`src/core/fbsc_pkg.sv`:
```
// Constants and types for the flash boost status and control register slice
// Overview of operation
// - Channel-1 status bits 5:0 hold the lowest LED current code seen during a reduction event.
// - Channel-1 status bit 7 is 1 when that event happened in flash mode and 0 in torch mode.
// - Channel-2 status bits 5:0 hold the lowest channel-2 current code seen during an event.
// - Channel-2 status bit 7 tells flash mode (1) from torch mode (0) for that event.
// - The 3-bit boost mode decodes to off, ch1 adaptive, ch2 adaptive, both adaptive, fixed.
// - With the channel-count bit at 0 one channel is active and boost current is held to 1 A.
// - With the channel-count bit at 1 both channels are active, 625 mA each.
// - In fixed mode the boost voltage comes from a 7-bit code, 3.3 V to 5.5 V in 25 mV steps.
// - In any adaptive mode the stored voltage code is ignored.
// - Redundant voltage codes are accepted and map to the same voltage.
// - Codes 0x00 to 0x0C give 3.300 V, codes 0x64 and up give 5.500 V, linear between.
package fbsc_pkg;
  localparam logic [7:0] ADDR_STAT_LED1  = 8'h08;
  localparam logic [7:0] ADDR_STAT_LED2  = 8'h09;
  localparam logic [7:0] ADDR_BOOST_MODE = 8'h0A;
  localparam logic [7:0] ADDR_BOOST_VOUT = 8'h0B;
  localparam logic [7:0] RST_REG         = 8'h00;
  localparam int         CUR_MSB         = 5;
  localparam int         MODE_BIT        = 7;
  localparam int         DUAL_BIT        = 7;
  localparam logic [6:0] VCODE_FLOOR     = 7'h0C;
  localparam logic [6:0] VCODE_CEIL      = 7'h64;
  localparam logic [6:0] VSTEP_MAX       = 7'h58;
  localparam logic [5:0] CUR_FULL        = 6'h3F;
  localparam int         VOUT_MIN_MV     = 3300;
  localparam int         VOUT_STEP_MV    = 25;
  localparam int         ILIM_SINGLE_MA  = 1000;
  localparam int         ILIM_DUAL_MA    = 625;
  localparam logic [9:0] ILIM_SINGLE     = 10'(ILIM_SINGLE_MA);
  localparam logic [9:0] ILIM_DUAL       = 10'(ILIM_DUAL_MA);

  typedef enum logic [2:0] {
    BM_OFF       = 3'b000,
    BM_ADAPT_CH1 = 3'b001,
    BM_ADAPT_CH2 = 3'b010,
    BM_ADAPT_ALL = 3'b011,
    BM_FIXED     = 3'b100
  } fbsc_bmode_e;
endpackage

```
`src/core/fbsc_regs.sv`:
```
// Register slice: reduction status per channel and boost mode and voltage control
`timescale 1ns/1ps
module fbsc_regs
  import fbsc_pkg::*;
(
  // Clock and reset
  input  wire logic       mclk,
  input  wire logic       sys_rst,
  // Register port from the serial slave
  input  wire logic [7:0] regAddr,
  input  wire logic       regWrite,
  input  wire logic [7:0] regWdata,
  output logic      [7:0] regRdata,
  // Reduction events from the current control
  input  wire logic       led1Reduction,
  input  wire logic       led2Reduction,
  input  wire logic       flashMode,
  input  wire logic [5:0] led1Current,
  input  wire logic [5:0] led2Current,
  // Boost controls
  output logic      [2:0] boostMode,
  output logic            boostOn,
  output logic            led1Adaptive,
  output logic            led2Adaptive,
  output logic            boostFixed,
  output logic            dualChannelSelect,
  output logic      [9:0] ledCurrentLimitMa,
  output logic      [6:0] boostVoltageCode,
  output logic      [6:0] boostVoltageStep,
  output logic     [12:0] boostVoltageMv
);
  import fbsc_pkg::*;

  // Redundant codes fold onto one step index, none rejected
  function automatic logic [6:0] fbsc_vstep(input logic [6:0] code);
    if (code <= VCODE_FLOOR) fbsc_vstep = 7'h00;
    else if (code >= VCODE_CEIL) fbsc_vstep = VSTEP_MAX;
    else fbsc_vstep = code - VCODE_FLOOR;
  endfunction

  logic [7:0] mode_ff, nxt_mode;
  logic [6:0] vcode_ff, nxt_vcode;
  logic [7:0] rdata_ff, nxt_rdata;
  logic [5:0] low1, low2;
  logic       fl1, fl2;
  logic       wr1, wr2;
  logic [6:0] stepNow;

  assign wr1 = regWrite && (regAddr == ADDR_STAT_LED1);
  assign wr2 = regWrite && (regAddr == ADDR_STAT_LED2);

  fbsc_min_tracker uLed1 (
    .mclk             (mclk),
    .sys_rst          (sys_rst),
    .reductionActive  (led1Reduction),
    .flashMode        (flashMode),
    .ledCurrent       (led1Current),
    .swWrite          (wr1),
    .swData           (regWdata),
    .lowestCurrent    (low1),
    .reductionInFlash (fl1)
  );

  fbsc_min_tracker uLed2 (
    .mclk             (mclk),
    .sys_rst          (sys_rst),
    .reductionActive  (led2Reduction),
    .flashMode        (flashMode),
    .ledCurrent       (led2Current),
    .swWrite          (wr2),
    .swData           (regWdata),
    .lowestCurrent    (low2),
    .reductionInFlash (fl2)
  );

  always_comb begin
    nxt_mode  = mode_ff;
    nxt_vcode = vcode_ff;
    if (regWrite && regAddr == ADDR_BOOST_MODE) begin
      // Reserved bits 6:3 kept at zero; codes 101-111 are software's to avoid
      nxt_mode = {regWdata[DUAL_BIT], 4'h0, regWdata[2:0]};
    end
    if (regWrite && regAddr == ADDR_BOOST_VOUT) begin
      nxt_vcode = regWdata[6:0];
    end
    case (regAddr)
      ADDR_STAT_LED1:  nxt_rdata = {fl1, 1'b0, low1};
      ADDR_STAT_LED2:  nxt_rdata = {fl2, 1'b0, low2};
      ADDR_BOOST_MODE: nxt_rdata = mode_ff;
      ADDR_BOOST_VOUT: nxt_rdata = {1'b0, vcode_ff};
      default:         nxt_rdata = 8'h00;
    endcase
  end

  always_ff @(posedge mclk or posedge sys_rst) begin
    if (sys_rst) begin
      mode_ff  <= RST_REG;
      vcode_ff <= 7'h00;
      rdata_ff <= 8'h00;
    end else begin
      mode_ff  <= nxt_mode;
      vcode_ff <= nxt_vcode;
      rdata_ff <= nxt_rdata;
    end
  end

  assign regRdata  = rdata_ff;
  assign boostMode = mode_ff[2:0];
  assign dualChannelSelect = mode_ff[DUAL_BIT];
  assign boostVoltageCode  = vcode_ff;

  always_comb begin
    boostOn      = 1'b1;
    led1Adaptive = 1'b0;
    led2Adaptive = 1'b0;
    boostFixed   = 1'b0;
    case (mode_ff[2:0])
      BM_OFF:       boostOn = 1'b0;
      BM_ADAPT_CH1: led1Adaptive = 1'b1;
      BM_ADAPT_CH2: led2Adaptive = 1'b1;
      BM_ADAPT_ALL: begin
        led1Adaptive = 1'b1;
        led2Adaptive = 1'b1;
      end
      BM_FIXED:     boostFixed = 1'b1;
      default:      boostOn = 1'b0;
    endcase
  end

  // Channel count steers the current ceiling; software keeps it honest
  assign ledCurrentLimitMa = mode_ff[DUAL_BIT] ? ILIM_DUAL : ILIM_SINGLE;

  // Adaptive modes regulate from the LED headroom, the code is not used
  assign stepNow          = fbsc_vstep(vcode_ff);
  assign boostVoltageStep = boostFixed ? stepNow : 7'h00;
  assign boostVoltageMv   = boostFixed ?
      13'(VOUT_MIN_MV) + 13'(stepNow) * 13'(VOUT_STEP_MV) : 13'h0000;

  // Current ceiling follows the channel count
  a_single_limit: assert property (@(posedge mclk) disable iff (sys_rst)
    !dualChannelSelect |-> ledCurrentLimitMa == 10'h3E8)
    else $error("single channel limit wrong");
  a_dual_limit: assert property (@(posedge mclk) disable iff (sys_rst)
    dualChannelSelect |-> ledCurrentLimitMa == 10'h271)
    else $error("dual channel limit wrong");

  // Mode decode, one check per defined code
  a_off_decode: assert property (@(posedge mclk) disable iff (sys_rst)
    boostMode == BM_OFF |-> !boostOn && !led1Adaptive && !led2Adaptive && !boostFixed)
    else $error("off mode decode wrong");
  a_ch1_adapt: assert property (@(posedge mclk) disable iff (sys_rst)
    boostMode == BM_ADAPT_CH1 |-> boostOn && led1Adaptive && !led2Adaptive && !boostFixed)
    else $error("channel 1 adaptive decode wrong");
  a_ch2_adapt: assert property (@(posedge mclk) disable iff (sys_rst)
    boostMode == BM_ADAPT_CH2 |-> boostOn && !led1Adaptive && led2Adaptive && !boostFixed)
    else $error("channel 2 adaptive decode wrong");
  a_both_adapt: assert property (@(posedge mclk) disable iff (sys_rst)
    boostMode == BM_ADAPT_ALL |-> boostOn && led1Adaptive && led2Adaptive && !boostFixed)
    else $error("dual adaptive decode wrong");
  a_fixed_decode: assert property (@(posedge mclk) disable iff (sys_rst)
    boostMode == BM_FIXED |-> boostOn && !led1Adaptive && !led2Adaptive && boostFixed)
    else $error("fixed mode decode wrong");
  a_mode_write: assert property (@(posedge mclk) disable iff (sys_rst)
    regWrite && regAddr == ADDR_BOOST_MODE |=> boostMode == $past(regWdata[2:0])
      && dualChannelSelect == $past(regWdata[DUAL_BIT]))
    else $error("mode write lost");
  a_mode_hold: assert property (@(posedge mclk) disable iff (sys_rst)
    !(regWrite && regAddr == ADDR_BOOST_MODE) |=> $stable(mode_ff))
    else $error("mode changed without a write");

  // Voltage code: ignored when adaptive, folded when fixed
  a_adapt_ignore: assert property (@(posedge mclk) disable iff (sys_rst)
    (led1Adaptive || led2Adaptive) |-> boostVoltageMv == 13'h0000 && !boostFixed)
    else $error("voltage code used in adaptive mode");
  a_adapt_step: assert property (@(posedge mclk) disable iff (sys_rst)
    !boostFixed |-> boostVoltageStep == 7'h00)
    else $error("voltage step shown outside fixed mode");
  a_floor_code: assert property (@(posedge mclk) disable iff (sys_rst)
    boostFixed && vcode_ff <= VCODE_FLOOR |-> boostVoltageMv == 13'hCE4)
    else $error("floor code not 3.3 V");
  a_ceil_code: assert property (@(posedge mclk) disable iff (sys_rst)
    boostFixed && vcode_ff >= VCODE_CEIL |-> boostVoltageMv == 13'h157C)
    else $error("ceiling code not 5.5 V");
  a_linear_step: assert property (@(posedge mclk) disable iff (sys_rst)
    boostFixed && vcode_ff > VCODE_FLOOR && vcode_ff < VCODE_CEIL
      |-> boostVoltageStep == vcode_ff - VCODE_FLOOR)
    else $error("voltage step not linear");
  a_mv_from_step: assert property (@(posedge mclk) disable iff (sys_rst)
    boostFixed |-> boostVoltageMv == 13'hCE4 + 13'h19 * {6'h00, boostVoltageStep})
    else $error("voltage not 25 mV per step");
  a_step_ceiling: assert property (@(posedge mclk) disable iff (sys_rst)
    boostFixed |-> boostVoltageStep <= VSTEP_MAX)
    else $error("voltage step past ceiling");
  a_vout_write: assert property (@(posedge mclk) disable iff (sys_rst)
    regWrite && regAddr == ADDR_BOOST_VOUT |=> boostVoltageCode == $past(regWdata[6:0]))
    else $error("voltage code write lost");
  a_vout_hold: assert property (@(posedge mclk) disable iff (sys_rst)
    !(regWrite && regAddr == ADDR_BOOST_VOUT) |=> $stable(vcode_ff))
    else $error("voltage code changed without a write");

  // Read-back, one cycle after the address
  a_stat_read: assert property (@(posedge mclk) disable iff (sys_rst)
    regAddr == ADDR_STAT_LED1 |=> regRdata[6] == 1'b0 && regRdata[5:0] == $past(low1))
    else $error("channel 1 status read wrong");
  a_stat1_mode: assert property (@(posedge mclk) disable iff (sys_rst)
    regAddr == ADDR_STAT_LED1 |=> regRdata[MODE_BIT] == $past(fl1))
    else $error("channel 1 mode bit read wrong");
  a_stat2_read: assert property (@(posedge mclk) disable iff (sys_rst)
    regAddr == ADDR_STAT_LED2 |=> regRdata[6] == 1'b0 && regRdata[5:0] == $past(low2))
    else $error("channel 2 status read wrong");
  a_stat2_mode: assert property (@(posedge mclk) disable iff (sys_rst)
    regAddr == ADDR_STAT_LED2 |=> regRdata[MODE_BIT] == $past(fl2))
    else $error("channel 2 mode bit read wrong");
  a_mode_read: assert property (@(posedge mclk) disable iff (sys_rst)
    regAddr == ADDR_BOOST_MODE
      |=> regRdata == {$past(dualChannelSelect), 4'h0, $past(boostMode)})
    else $error("mode register read wrong");
  a_vout_read: assert property (@(posedge mclk) disable iff (sys_rst)
    regAddr == ADDR_BOOST_VOUT |=> regRdata == {1'b0, $past(boostVoltageCode)})
    else $error("voltage register read wrong");
endmodule // fbsc_regs

```
`src/core/fbsc_min_tracker.sv`:
```
// Per-channel lowest-current and mode capture during a reduction event
`timescale 1ns/1ps
module fbsc_min_tracker
  import fbsc_pkg::*;
(
  // Clock and reset
  input  wire logic       mclk,
  input  wire logic       sys_rst,
  // Event side
  input  wire logic       reductionActive,
  input  wire logic       flashMode,
  input  wire logic [5:0] ledCurrent,
  // Software write of the status register
  input  wire logic       swWrite,
  input  wire logic [7:0] swData,
  // Status
  output logic      [5:0] lowestCurrent,
  output logic            reductionInFlash
);
  import fbsc_pkg::*;

  logic [5:0] cur_ff, nxt_cur;
  logic       mode_ff, nxt_mode;
  logic       act_ff, nxt_act;

  always_comb begin
    nxt_cur  = cur_ff;
    nxt_mode = mode_ff;
    nxt_act  = reductionActive;
    if (swWrite) begin
      nxt_cur  = swData[CUR_MSB:0];
      nxt_mode = swData[MODE_BIT];
    end
    // Hardware capture wins over a software write in the same cycle
    if (reductionActive && !act_ff) begin
      nxt_cur  = ledCurrent;
      nxt_mode = flashMode;
    end else if (reductionActive && ledCurrent < cur_ff) begin
      nxt_cur  = ledCurrent;
    end
    // Outside an event the values are held unless software writes them
  end

  always_ff @(posedge mclk or posedge sys_rst) begin
    if (sys_rst) begin
      cur_ff  <= 6'h00;
      mode_ff <= 1'b0;
      act_ff  <= 1'b0;
    end else begin
      cur_ff  <= nxt_cur;
      mode_ff <= nxt_mode;
      act_ff  <= nxt_act;
    end
  end

  assign lowestCurrent    = cur_ff;
  assign reductionInFlash = mode_ff;

  a_hold_after_event: assert property (@(posedge mclk) disable iff (sys_rst)
    !reductionActive && !swWrite |=> $stable(cur_ff) && $stable(mode_ff))
    else $error("status changed outside an event");
  a_start_capture: assert property (@(posedge mclk) disable iff (sys_rst)
    reductionActive && !act_ff |=> cur_ff == $past(ledCurrent) && mode_ff == $past(flashMode))
    else $error("event start not captured");
  a_min_monotone: assert property (@(posedge mclk) disable iff (sys_rst)
    reductionActive && act_ff && !swWrite |=> cur_ff <= $past(cur_ff))
    else $error("lowest current rose during event");
endmodule // fbsc_min_tracker

```
`config.mk`:
```
export PLATFORM = sky130hd
export DESIGN_NAME = fbsc_regs
export DESIGN_NICKNAME = d
export VERILOG_FILES = /design/src/core/fbsc_pkg.sv /design/src/core/fbsc_regs.sv /design/src/core/fbsc_min_tracker.sv
export SDC_FILE = /design/constraint.sdc
export NUM_CORES = 1
export LEC_CHECK = 0
export BUFFER_PORTS_ARGS = -buffer_cell sky130_fd_sc_hd__clkbuf_2
export CAP_MARGIN = 20
export CORE_ASPECT_RATIO = 0.8
export CORE_MARGIN = 2
export CORE_UTILIZATION = 48
export CTS_CLUSTER_SIZE = 14
export DETAILED_ROUTE_END_ITERATION = 6
export PLACE_DENSITY_LB_ADDON = 0.3
export SYNTH_ARGS = -nofsm -noshare
export SYNTH_HDL_FRONTEND = slang
export SYNTH_HIERARCHICAL = 1
export SYNTH_SLANG_ARGS = --single-unit
```
`constraint.sdc`:
```
create_clock -name mclk -period 4.57 [get_ports mclk]
set_clock_uncertainty 0.15 [all_clocks]
set_input_delay 0.457 -clock mclk [delete_from_list [all_inputs] [get_ports mclk]]
set_output_delay 0.457 -clock mclk [all_outputs]
set_load 0.02 [all_outputs]
```
==> results of run 1 <==
[logic make-up after synthesis]
logic type      after synthesis  share of synthesized area
simple gates                 88                      0.152
buf+inv                      59                     0.0911
compound gates               54                      0.126
fa+ha+maj                    42                      0.179
mux                          35                      0.152
flops                        35                      0.286
xor+xnor                      4                     0.0114
other cells                   2                    0.00245
[registers in the layout, summed over array words and instances, names as in the netlist]
| register | count |
|---|---|
| uLed2/lowestCurrent | 6 |
| uLed1/act_ff | 1 |
| boostVoltageCode | 7 |
| uLed1/lowestCurrent | 6 |
| uLed2/reductionInFlash | 1 |
| uLed1/reductionInFlash | 1 |
| uLed2/act_ff | 1 |
| regRdata | 8 |
| mode_ff | 4 |
[power by group through the flow]
| stage | Combinational [mW] | Clock [mW] | Sequential (mW) |
|---|---|---|---|
| 4_1_cts | 0.435 | 0.231 | 0.374 |
| 6_report | 0.465 | 0.228 | 0.375 |
| 2_1_floorplan | 0.285 | 0 | 0.374 |
| 3_3_place_gp | 0.368 | 0 | 0.376 |
| 5_1_grt | 0.511 | 0.248 | 0.378 |
| 3_5_place_dp | 0.378 | 0 | 0.380 |
[worst register-to-register path, stage by stage (launching register included)]
cell and delay (ps):
dfrtp_1 380, inv_1 80, ha_1 290, a21oi_1 140, o21ai_1 120, a21oi_4 310
mux2_4 340
[worst paths after layout]
path | cells after the start | startpoint | slack, ps | end
min in group asynchronous | 3 | sys_rst | 530 | uLed1/lowestCurrent[3]
min | 1 | led1Reduction | 170 | uLed1/act_ff
max | 18 | boostVoltageCode[2] | -220 | boostVoltageMv[10]
min reg2reg | 1 | uLed2/act_ff | 440 | uLed2/reductionInFlash
max reg2reg | 6 | uLed1/lowestCurrent[2] | 2650 | uLed1/lowestCurrent[2]
max in group asynchronous | 3 | sys_rst | 3050 | boostVoltageCode[3]
[area by class of cell]
type	instances	area share
clock inverter	1	0.00124
timing repair buffer	109	0.160
inverter	37	0.0350
tap	84	0.0260
sequential	35	0.217
clock buffer	6	0.0204
multi-input combinational	228	0.540
[through the flow]
step | hold slack [ps] | area, um2 | setup slack [ps]
4_1_cts | 166 | 3900 | -233
5_1_grt | 165 | 4040 | -357
3_5_place_dp | 297 | 3580 | -90.1
3_3_place_gp | 284 | 3580 | 64.0
6_report | 169 | 4040 | -223
2_1_floorplan | 123 | 3090 | 36.0
[per-layer routing]
layer / vias to the layer above / global-route usage / wire length, um
li1: 1276 / - / -
met1: 1256 / 0.301 / 3570
met2: 70 / 0.340 / 3650
met3: 11 / 0.0356 / 448
met4: 0 / 0.0523 / 90
met5: - / 0 / 0
[placed cells by master (no fill, tap or decap), drive strengths merged, types with 2 or more instances in the layout]
cell type	n
a31oi	4
o31a	3
a221oi	2
a21o	2
dfrtp	35
nor2	27
fa	3
xor2	2
nand4	2
a21oi	12
buf	31
ha	39
o21ai	19
xnor2	2
conb	5
mux2	26
and3	4
clkbuf	83
o21a	5
and2	5
inv	37
or3	2
nor3	7
nand2	26
mux2i	6
o211ai	3
nor3b	2
mux4	3
a211oi	2
nor2b	7
[what timing repair did]
| item | 4_1_cts | 5_1_grt |
|---|---|---|
| setup buffers | 9 | 3 |
| setup endpoints to repair | 7 | 7 |
| resized for setup | 31 | 27 |
| hold buffers | 1 | 0 |
| hold endpoints to repair | 15 | 0 |
| pin swaps | 18 | 18 |
==> results by group, run 1 <==
Global route
  • Total GRT Usage: 0.211
  • First-pass GRT wire length: 11500 um
  • Remaining Overflow, GRT: 0
  • Initial antenna violation count: 0
  • Pin count of the biggest net entering global routing: 20
  • Vias in the first global route: 2322

Timing
  • Final period util: 1.05
  • Slew headroom: 0.514
  • Min Tclk post-route: 4790 ps
  • Final-report hold violation count: 0
  • Final setup margin: -223 ps
  • Setup_tns: -807 ps
  • Max-slew violation count: 0
  • Final Setup Violations: 5
  • Least-Margin Pin Slew: 728 ps
  • F_max: 209 MHz
  • RSZ-0062 raised after global routing: yes

Route
  • WL/cell: 15.5 um
  • ANT nets after route: 0
  • Remaining DRCs: 0
  • Vias: 2613
  • Wirelength, routed: 7760 um
  • Vias per std cell: 5.23
  • First DRT Iteration DRCs: 115
  • First-pass DRT Iterations: 4

Layout
  • Finished Layout Cells: 500
  • Multi-input gate area: 2180 um2
  • Register area: 878 um2
  • Layout cells sized above 1: 0.481
  • Ant. Diodes: 0
  • Final nets: 492
  • Final core occ: 0.644
  • Fillcell total: 502
  • Area grow syn2layout: 31.9%

Synth
  • Ys flop type: dfrtp_1
  • Synth area leaders: dfrtp_1, ha_1, mux2_4
  • Cells after Synth: 319
  • Cell with the most instances after synthesis: ha_1
  • Register area share after synthesis: 0.286
  • Area leader, netlist: dfrtp_1
  • FF+latch count, synth: 35
  • Commonest cells in the netlist: ha_1, inv_1, dfrtp_1
  • Share of the synthesized area in the top cell type: 0.286
  • Synth unique cells: 51
  • Syn_area_per_cell: 9.61 um2
  • YS warnings: 6
  • Ys async rst share: 1.00
  • Post-synth EDFFs: 0
  • Mapped Area: 3060 um2

Worst setup path
  • CP Buf/Inv Count: 4
  • Worst EP required: 3960 ps
  • CP top delay family: adder cells
  • Crit. End Element: output pin
  • Most used cell, CP: ha_4
  • CP arrival: 4190 ps
  • CP Max Fanout: 6
  • CP Launch Type: flip-flop
  • Cells along the critical path: buf_6 > ha_2 > nor3b_4 > o21ai_2 > mux2_4 > and2b_2 > inv_4 > ha_4 > inv_2 > fa_1 > ha_4 > ha_4 > nor2b_4 > o31a_1 > o21a_1 > o21a_1 > nor3_4 > clkbuf_8
  • CP max-delay cell: fa_1
  • Worst path max stage delay: 430 ps
  • Crit Path Class: reg2out

Floorplan
  • Core ar.: 6280 um2
  • Die area: 7040 um2
  • Row cnt: 26
  • Initial core utilization: 0.488
  • Die H: 75.5 um
  • Die W: 93.3 um
  • I/O pins: 87

Clock network
  • Max H-tree Level: 2
  • CTS Buffer Depth: 2
  • Clk pin slew, worst setup/hold paths: 70 ps
  • CTS Root Buffer Type: clkbuf_8
  • Clock Latency Late Sink: 280 ps
  • Clock buffer count from CTS: 5
  • CTS tree: yes
  • CTS Sinks: 35

Power
  • Peak VDD IR: 181 uV
  • Pwr/cell area: 264 nW/um2
  • Clock network fraction of design power: 0.213
  • Sequential share of power: 0.351
  • Sw frac: 0.348
  • Switching power: 0.372 mW
  • Total power draw: 1.07 mW
  • Logic gate share of total power: 0.435
  • P_leak: 2.12 nW
  • Internal power of the cells: 0.696 mW

Run
  • Max Cap Viol: 0

Min path
  • Worst hold path class: in2reg

Status
  • Failing checks: setup timing
  • Outcome: complete, but fails checks

Place
  • Placer Congestion: 0.830
  • IO Port Bufs: 81
  • Cell total after placement: 481
  • DPL Wire Length: 5700 um
Note: power is estimated with default switching activity, not from simulation.
==> run 2, diff against run 1 <==
- CORE_MARGIN: 2 -> 3
- MAX_ROUTING_LAYER: not set -> met4
==> run 2 against run 1 <==
Maximum frequency fell by 0.70%. Sequential power barely moved. The run still ends with setup timing left. Non-clock buffer count fell by 4. Critical endpoint unchanged. Final area fell by 1.6%.
==> results by group, run 2 (same netlist as run 1, synthesis figures left out) <==
Status
  • Failing checks: setup timing
  • Outcome: complete, but fails checks

Clock network
  • Max H-tree Level: 2
  • Clock Latency Late Sink: 280 ps
  • CTS Buffer Depth: 2
  • Clock buffer count from CTS: 5
  • CTS Root Buffer Type: clkbuf_8
  • Clk pin slew, worst setup/hold paths: 70 ps
  • CTS Sinks: 35
  • CTS tree: yes

Floorplan
  • Die W: 95.3 um
  • I/O pins: 87
  • Row cnt: 25
  • Die H: 77.5 um
  • Initial core utilization: 0.508
  • Die area: 7380 um2
  • Core ar.: 6040 um2

Power
  • Peak VDD IR: 151 uV
  • P_leak: 2.12 nW
  • Pwr/cell area: 270 nW/um2
  • Total power draw: 1.07 mW

Layout
  • Ant. Diodes: 0
  • Number of flip-flops in the largest register: 8
  • Final nets: 488
  • Layout cells sized above 1: 0.472
  • Multi-input gate area: 2140 um2
  • Fillcell total: 474
  • Register area: 878 um2
  • Final core occ: 0.659
  • Highest-count cells in the layout ignoring fill and taps: clkbuf_2, dfrtp_1, inv_1
  • Most common cell after layout, fill and taps aside: clkbuf_2
  • Area grow syn2layout: 29.8%

Timing
  • Final-report hold violation count: 0
  • Least-Margin Pin Slew: 710 ps
  • F_max: 207 MHz
  • Max-slew violation count: 0
  • Slew headroom: 0.526
  • Final setup margin: -257 ps
  • Min Tclk post-route: 4830 ps
  • RSZ-0062 raised after global routing: yes
  • Setup_tns: -864 ps
  • Final period util: 1.06
  • Final Setup Violations: 5

Global route
  • Total GRT Usage: 0.216
  • Pin count of the biggest net entering global routing: 20
  • Initial antenna violation count: 0
  • First-pass GRT wire length: 12300 um
  • Remaining Overflow, GRT: 0
  • Vias in the first global route: 2576

Min path
  • Hold path cells: 1
  • Worst hold path class: in2reg
  • WHS Endpoint: uLed2/act_ff
  • HP Start: led2Reduction

Route
  • First DRT Iteration DRCs: 108
  • Remaining DRCs: 0
  • Wirelength, routed: 7640 um
  • Vias: 2594
  • WL/cell: 15.5 um
  • ANT nets after route: 0
  • First-pass DRT Iterations: 4
  • Vias per std cell: 5.25

Worst setup path
  • R2r startpoint: uLed1/lowestCurrent[4]
  • CP arrival: 4220 ps
  • FF-to-FF path depth: 6
  • R2R setup slack: 2650 ps
  • Crit. End Element: output pin
  • CP Max Fanout: 4
  • Worst R2R End: uLed1/lowestCurrent[3]
  • CP Launch Type: flip-flop
  • Worst EP required: 3960 ps
  • Crit Path Class: reg2out

Place
  • DPL Wire Length: 5930 um
  • Placer Congestion: 0.865
  • IO Port Bufs: 81
  • Dpl ws: -84.5 ps

Run
  • Max Cap Viol: 0
[run 2: changes by cell type in the layout (fill, tap and decap cells not counted), moves of 2 or more]
cell / change
a21oi_2: +2
clkbuf_8: +2
o21ai_0: +2
ha_4: -2
buf_6: -3
ha_1: +2
[run 2: layout make-up]
class                      instances  share of cell area
timing repair buffer             105               0.155
sequential                        35               0.221
inverter                          37              0.0362
clock buffer                       8              0.0252
tap                               81              0.0255
multi-input combinational        228               0.537
[run 2: worst max-delay path, cell delays in order (launching register included)]
cell	delay (ps)
dfrtp_2	450
ha_4	170
nor3b_4	140
o41ai_2	280
mux2_4	220
and2b_2	190
inv_4	60
ha_4	260
inv_2	30
fa_2	550
ha_4	220
inv_4	50
fa_2	220
nor2b_4	50
o31a_1	300
o21a_1	210
o21a_1	200
nor3_4	160
clkbuf_8	170
[run 2: timing repair]
item / 4_1_cts / 5_1_grt
pin swaps: 25 / 19
setup endpoints to repair: 6 / 7
hold buffers: 1 / 0
hold endpoints to repair: 16 / 0
buffers inserted: 7 / 1
gates resized for setup: 36 / 18
[run 2: how the worst max path moves through the flow]
stage	startpoint	end	cells past startpoint
detailed placement	boostVoltageCode[3]	boostVoltageMv[10]	18
global placement	boostVoltageCode[3]	boostVoltageMv[12]	18
floorplan	boostVoltageCode[3]	boostVoltageMv[10]	17
finish	boostVoltageCode[2]	boostVoltageMv[10]	18
global route	boostVoltageCode[3]	boostVoltageMv[10]	19
CTS	boostVoltageCode[3]	boostVoltageMv[10]	18
[run 2: stage by stage]
step	cells	area, um2	hold slack [ps]
4_1_cts	493	3930	164
6_report	494	3980	173
5_1_grt	494	3980	171
2_1_floorplan	322	3090	123
3_5_place_dp	479	3590	288
3_3_place_gp	479	3590	277
[run 2: metal layers]
layer / vias up / wire length, um / GRT usage
met5: - / 0 / -
met4: 0 / 142 / 0.0591
met3: 18 / 531 / 0.0388
met2: 92 / 3390 / 0.323
met1: 1214 / 3570 / 0.302
li1: 1270 / - / -
[run 2: power breakdown]
part | leakage [nW] | internal [mW] | switching, mW
combinational | 1.62 | 0.225 | 0.230
clock | 0.0515 | 0.137 | 0.106
sequential | 0.445 | 0.345 | 0.0312
total | 2.12 | 0.708 | 0.367
==> run 3, diff against run 2 <==
- clock period: 4.57 -> 4.2 ns (I/O delays scaled with it)
==> run 3 against run 2 <==
The flow still finishes with violations (setup timing). Clock power increased by 13%. Critical path depth is the same. Setup slack lost 600 ps. Critical endpoint unchanged. Largest cell class unchanged.
==> results by group, run 3 (same netlist as run 1, synthesis figures left out) <==
Status
  • Outcome: complete, but fails checks
  • Failing checks: setup timing

Place
  • DPL Wire Length: 6200 um
  • DP Area: 3750 um2
  • Dpl ws: -358 ps
  • Placer Congestion: 0.925
  • IO Port Bufs: 81

Floorplan
  • Initial core utilization: 0.508
  • I/O pins: 87
  • Die area: 7380 um2
  • Die H: 77.5 um
  • Die W: 95.3 um
  • Core ar.: 6040 um2
  • Row cnt: 25

Worst setup path
  • CP Launch Type: flip-flop
  • Crit. End Element: output pin
  • Worst R2R End: uLed2/lowestCurrent[1]
  • Worst EP required: 3630 ps
  • CP Max Fanout: 4
  • FF-to-FF path depth: 6
  • R2r startpoint: uLed2/lowestCurrent[4]
  • Worst setup startpoint: boostVoltageCode[2]
  • Crit Path Class: reg2out
  • CP arrival: 4490 ps
  • Worst setup path end: boostVoltageMv[10]
  • R2R setup slack: 2230 ps

Timing
  • RSZ-0062 raised after global routing: yes
  • Final setup margin: -859 ps
  • Least-Margin Pin Slew: 798 ps
  • Slew headroom: 0.467
  • Final period util: 1.20
  • Final Setup Violations: 8
  • Final-report hold violation count: 0
  • F_max: 198 MHz
  • Max-slew violation count: 0
  • Min Tclk post-route: 5060 ps

Layout
  • Area grow syn2layout: 38.6%
  • Layout cells sized above 1: 0.510
  • Final nets: 508
  • Fillcell total: 434
  • Number of flip-flops in the largest register: 8
  • Final core occ: 0.703
  • Most common cell after layout, fill and taps aside: clkbuf_2
  • Ant. Diodes: 0
  • Highest-count cells in the layout ignoring fill and taps: clkbuf_2, buf_4, dfrtp_1
  • Cell area after layout: 4250 um2

Clock network
  • Clk pin slew, worst setup/hold paths: 70 ps
  • CTS Root Buffer Type: clkbuf_8
  • Clock Latency Late Sink: 300 ps
  • CTS Buffer Depth: 2
  • Max H-tree Level: 2
  • CTS tree: yes
  • Clock buffer count from CTS: 5
  • CTS Sinks: 35

Min path
  • Worst hold path class: in2reg
  • HP Start: led1Reduction

Power
  • P_leak: 2.24 nW
  • Peak VDD IR: 174 uV
  • Pwr/cell area: 296 nW/um2

Global route
  • Pin count of the biggest net entering global routing: 20
  • Initial antenna violation count: 0
  • First-pass GRT wire length: 12800 um
  • Vias in the first global route: 2630
  • Total GRT Usage: 0.229
  • Remaining Overflow, GRT: 0

Route
  • WL/cell: 17.9 um
  • First DRT Iteration DRCs: 172
  • Remaining DRCs: 0
  • Vias per std cell: 5.46
  • ANT nets after route: 0
  • Vias: 2808
  • Wirelength, routed: 9200 um
  • First-pass DRT Iterations: 5

Run
  • Max Cap Viol: 0
[run 3: per-stage QoR]
| step | hold WS (ps) | cells | TNS, ps | power [mW] |
|---|---|---|---|---|
| 5_1_grt | 135 | 514 | -5620 | 1.33 |
| 2_1_floorplan | 85.7 | 322 | -499 | 0.730 |
| 3_3_place_gp | 238 | 492 | -632 | 0.842 |
| 3_5_place_dp | 236 | 492 | -1450 | 0.862 |
| 4_1_cts | 125 | 508 | -3100 | 1.18 |
| 6_report | 127 | 514 | -4880 | 1.26 |
[run 3: final cells by class]
class | count | area (um2) | share of cell area
Tap cell | 81 | 101 | 0.0239
Multi-Input combinational cell | 228 | 2210 | 0.520
Sequential cell | 35 | 878 | 0.207
Timing Repair Buffer | 125 | 820 | 0.193
Clock buffer | 8 | 100 | 0.0236
Inverter | 37 | 139 | 0.0327
[run 3: routing by layer]
| layer | part of all wire | GRT usage |
|---|---|---|
| met5 | 0 | - |
| met4 | 0.036 | 0.0706 |
| met3 | 0.089 | 0.0436 |
| met2 | 0.46 | 0.335 |
| met1 | 0.41 | 0.319 |
[run 3: worst min path at each step]
stage	end	slack, ps	depth (start not counted)
6_report	uLed1/act_ff	130	1
4_1_cts	uLed1/act_ff	120	1
3_5_place_dp	uLed1/reductionInFlash	240	2
3_3_place_gp	uLed1/lowestCurrent[4]	240	2
5_1_grt	uLed1/act_ff	130	1
2_1_floorplan	uLed1/act_ff	90	1
[run 3: repair_timing]
item	in CTS	in global routing
resized for setup	23	42
buffers inserted	8	6
pin swaps	22	23
hold buffers	1	0
endpoints found under the setup margin	8	8
endpoints found under the hold margin	16	0
[run 3: report_power, final]
part / total [mW] / internal [mW] / switching, mW
Combinational: 0.573 / 0.284 / 0.289
Clock: 0.276 / 0.150 / 0.127
Sequential: 0.410 / 0.375 / 0.0341
[run 3: worst max-delay path: stages, from the launching register on]
cell,delay [ps]
dfrtp_2,460
buf_6,140
ha_4,150
nor3b_2,140
o21ai_1,280
mux2_4,270
and2b_2,170
inv_2,60
ha_4,260
inv_2,40
fa_1,560
ha_4,230
ha_4,220
nor2b_4,130
o31a_1,310
o21a_1,230
o21a_1,220
nor3_4,130
clkbuf_8,180
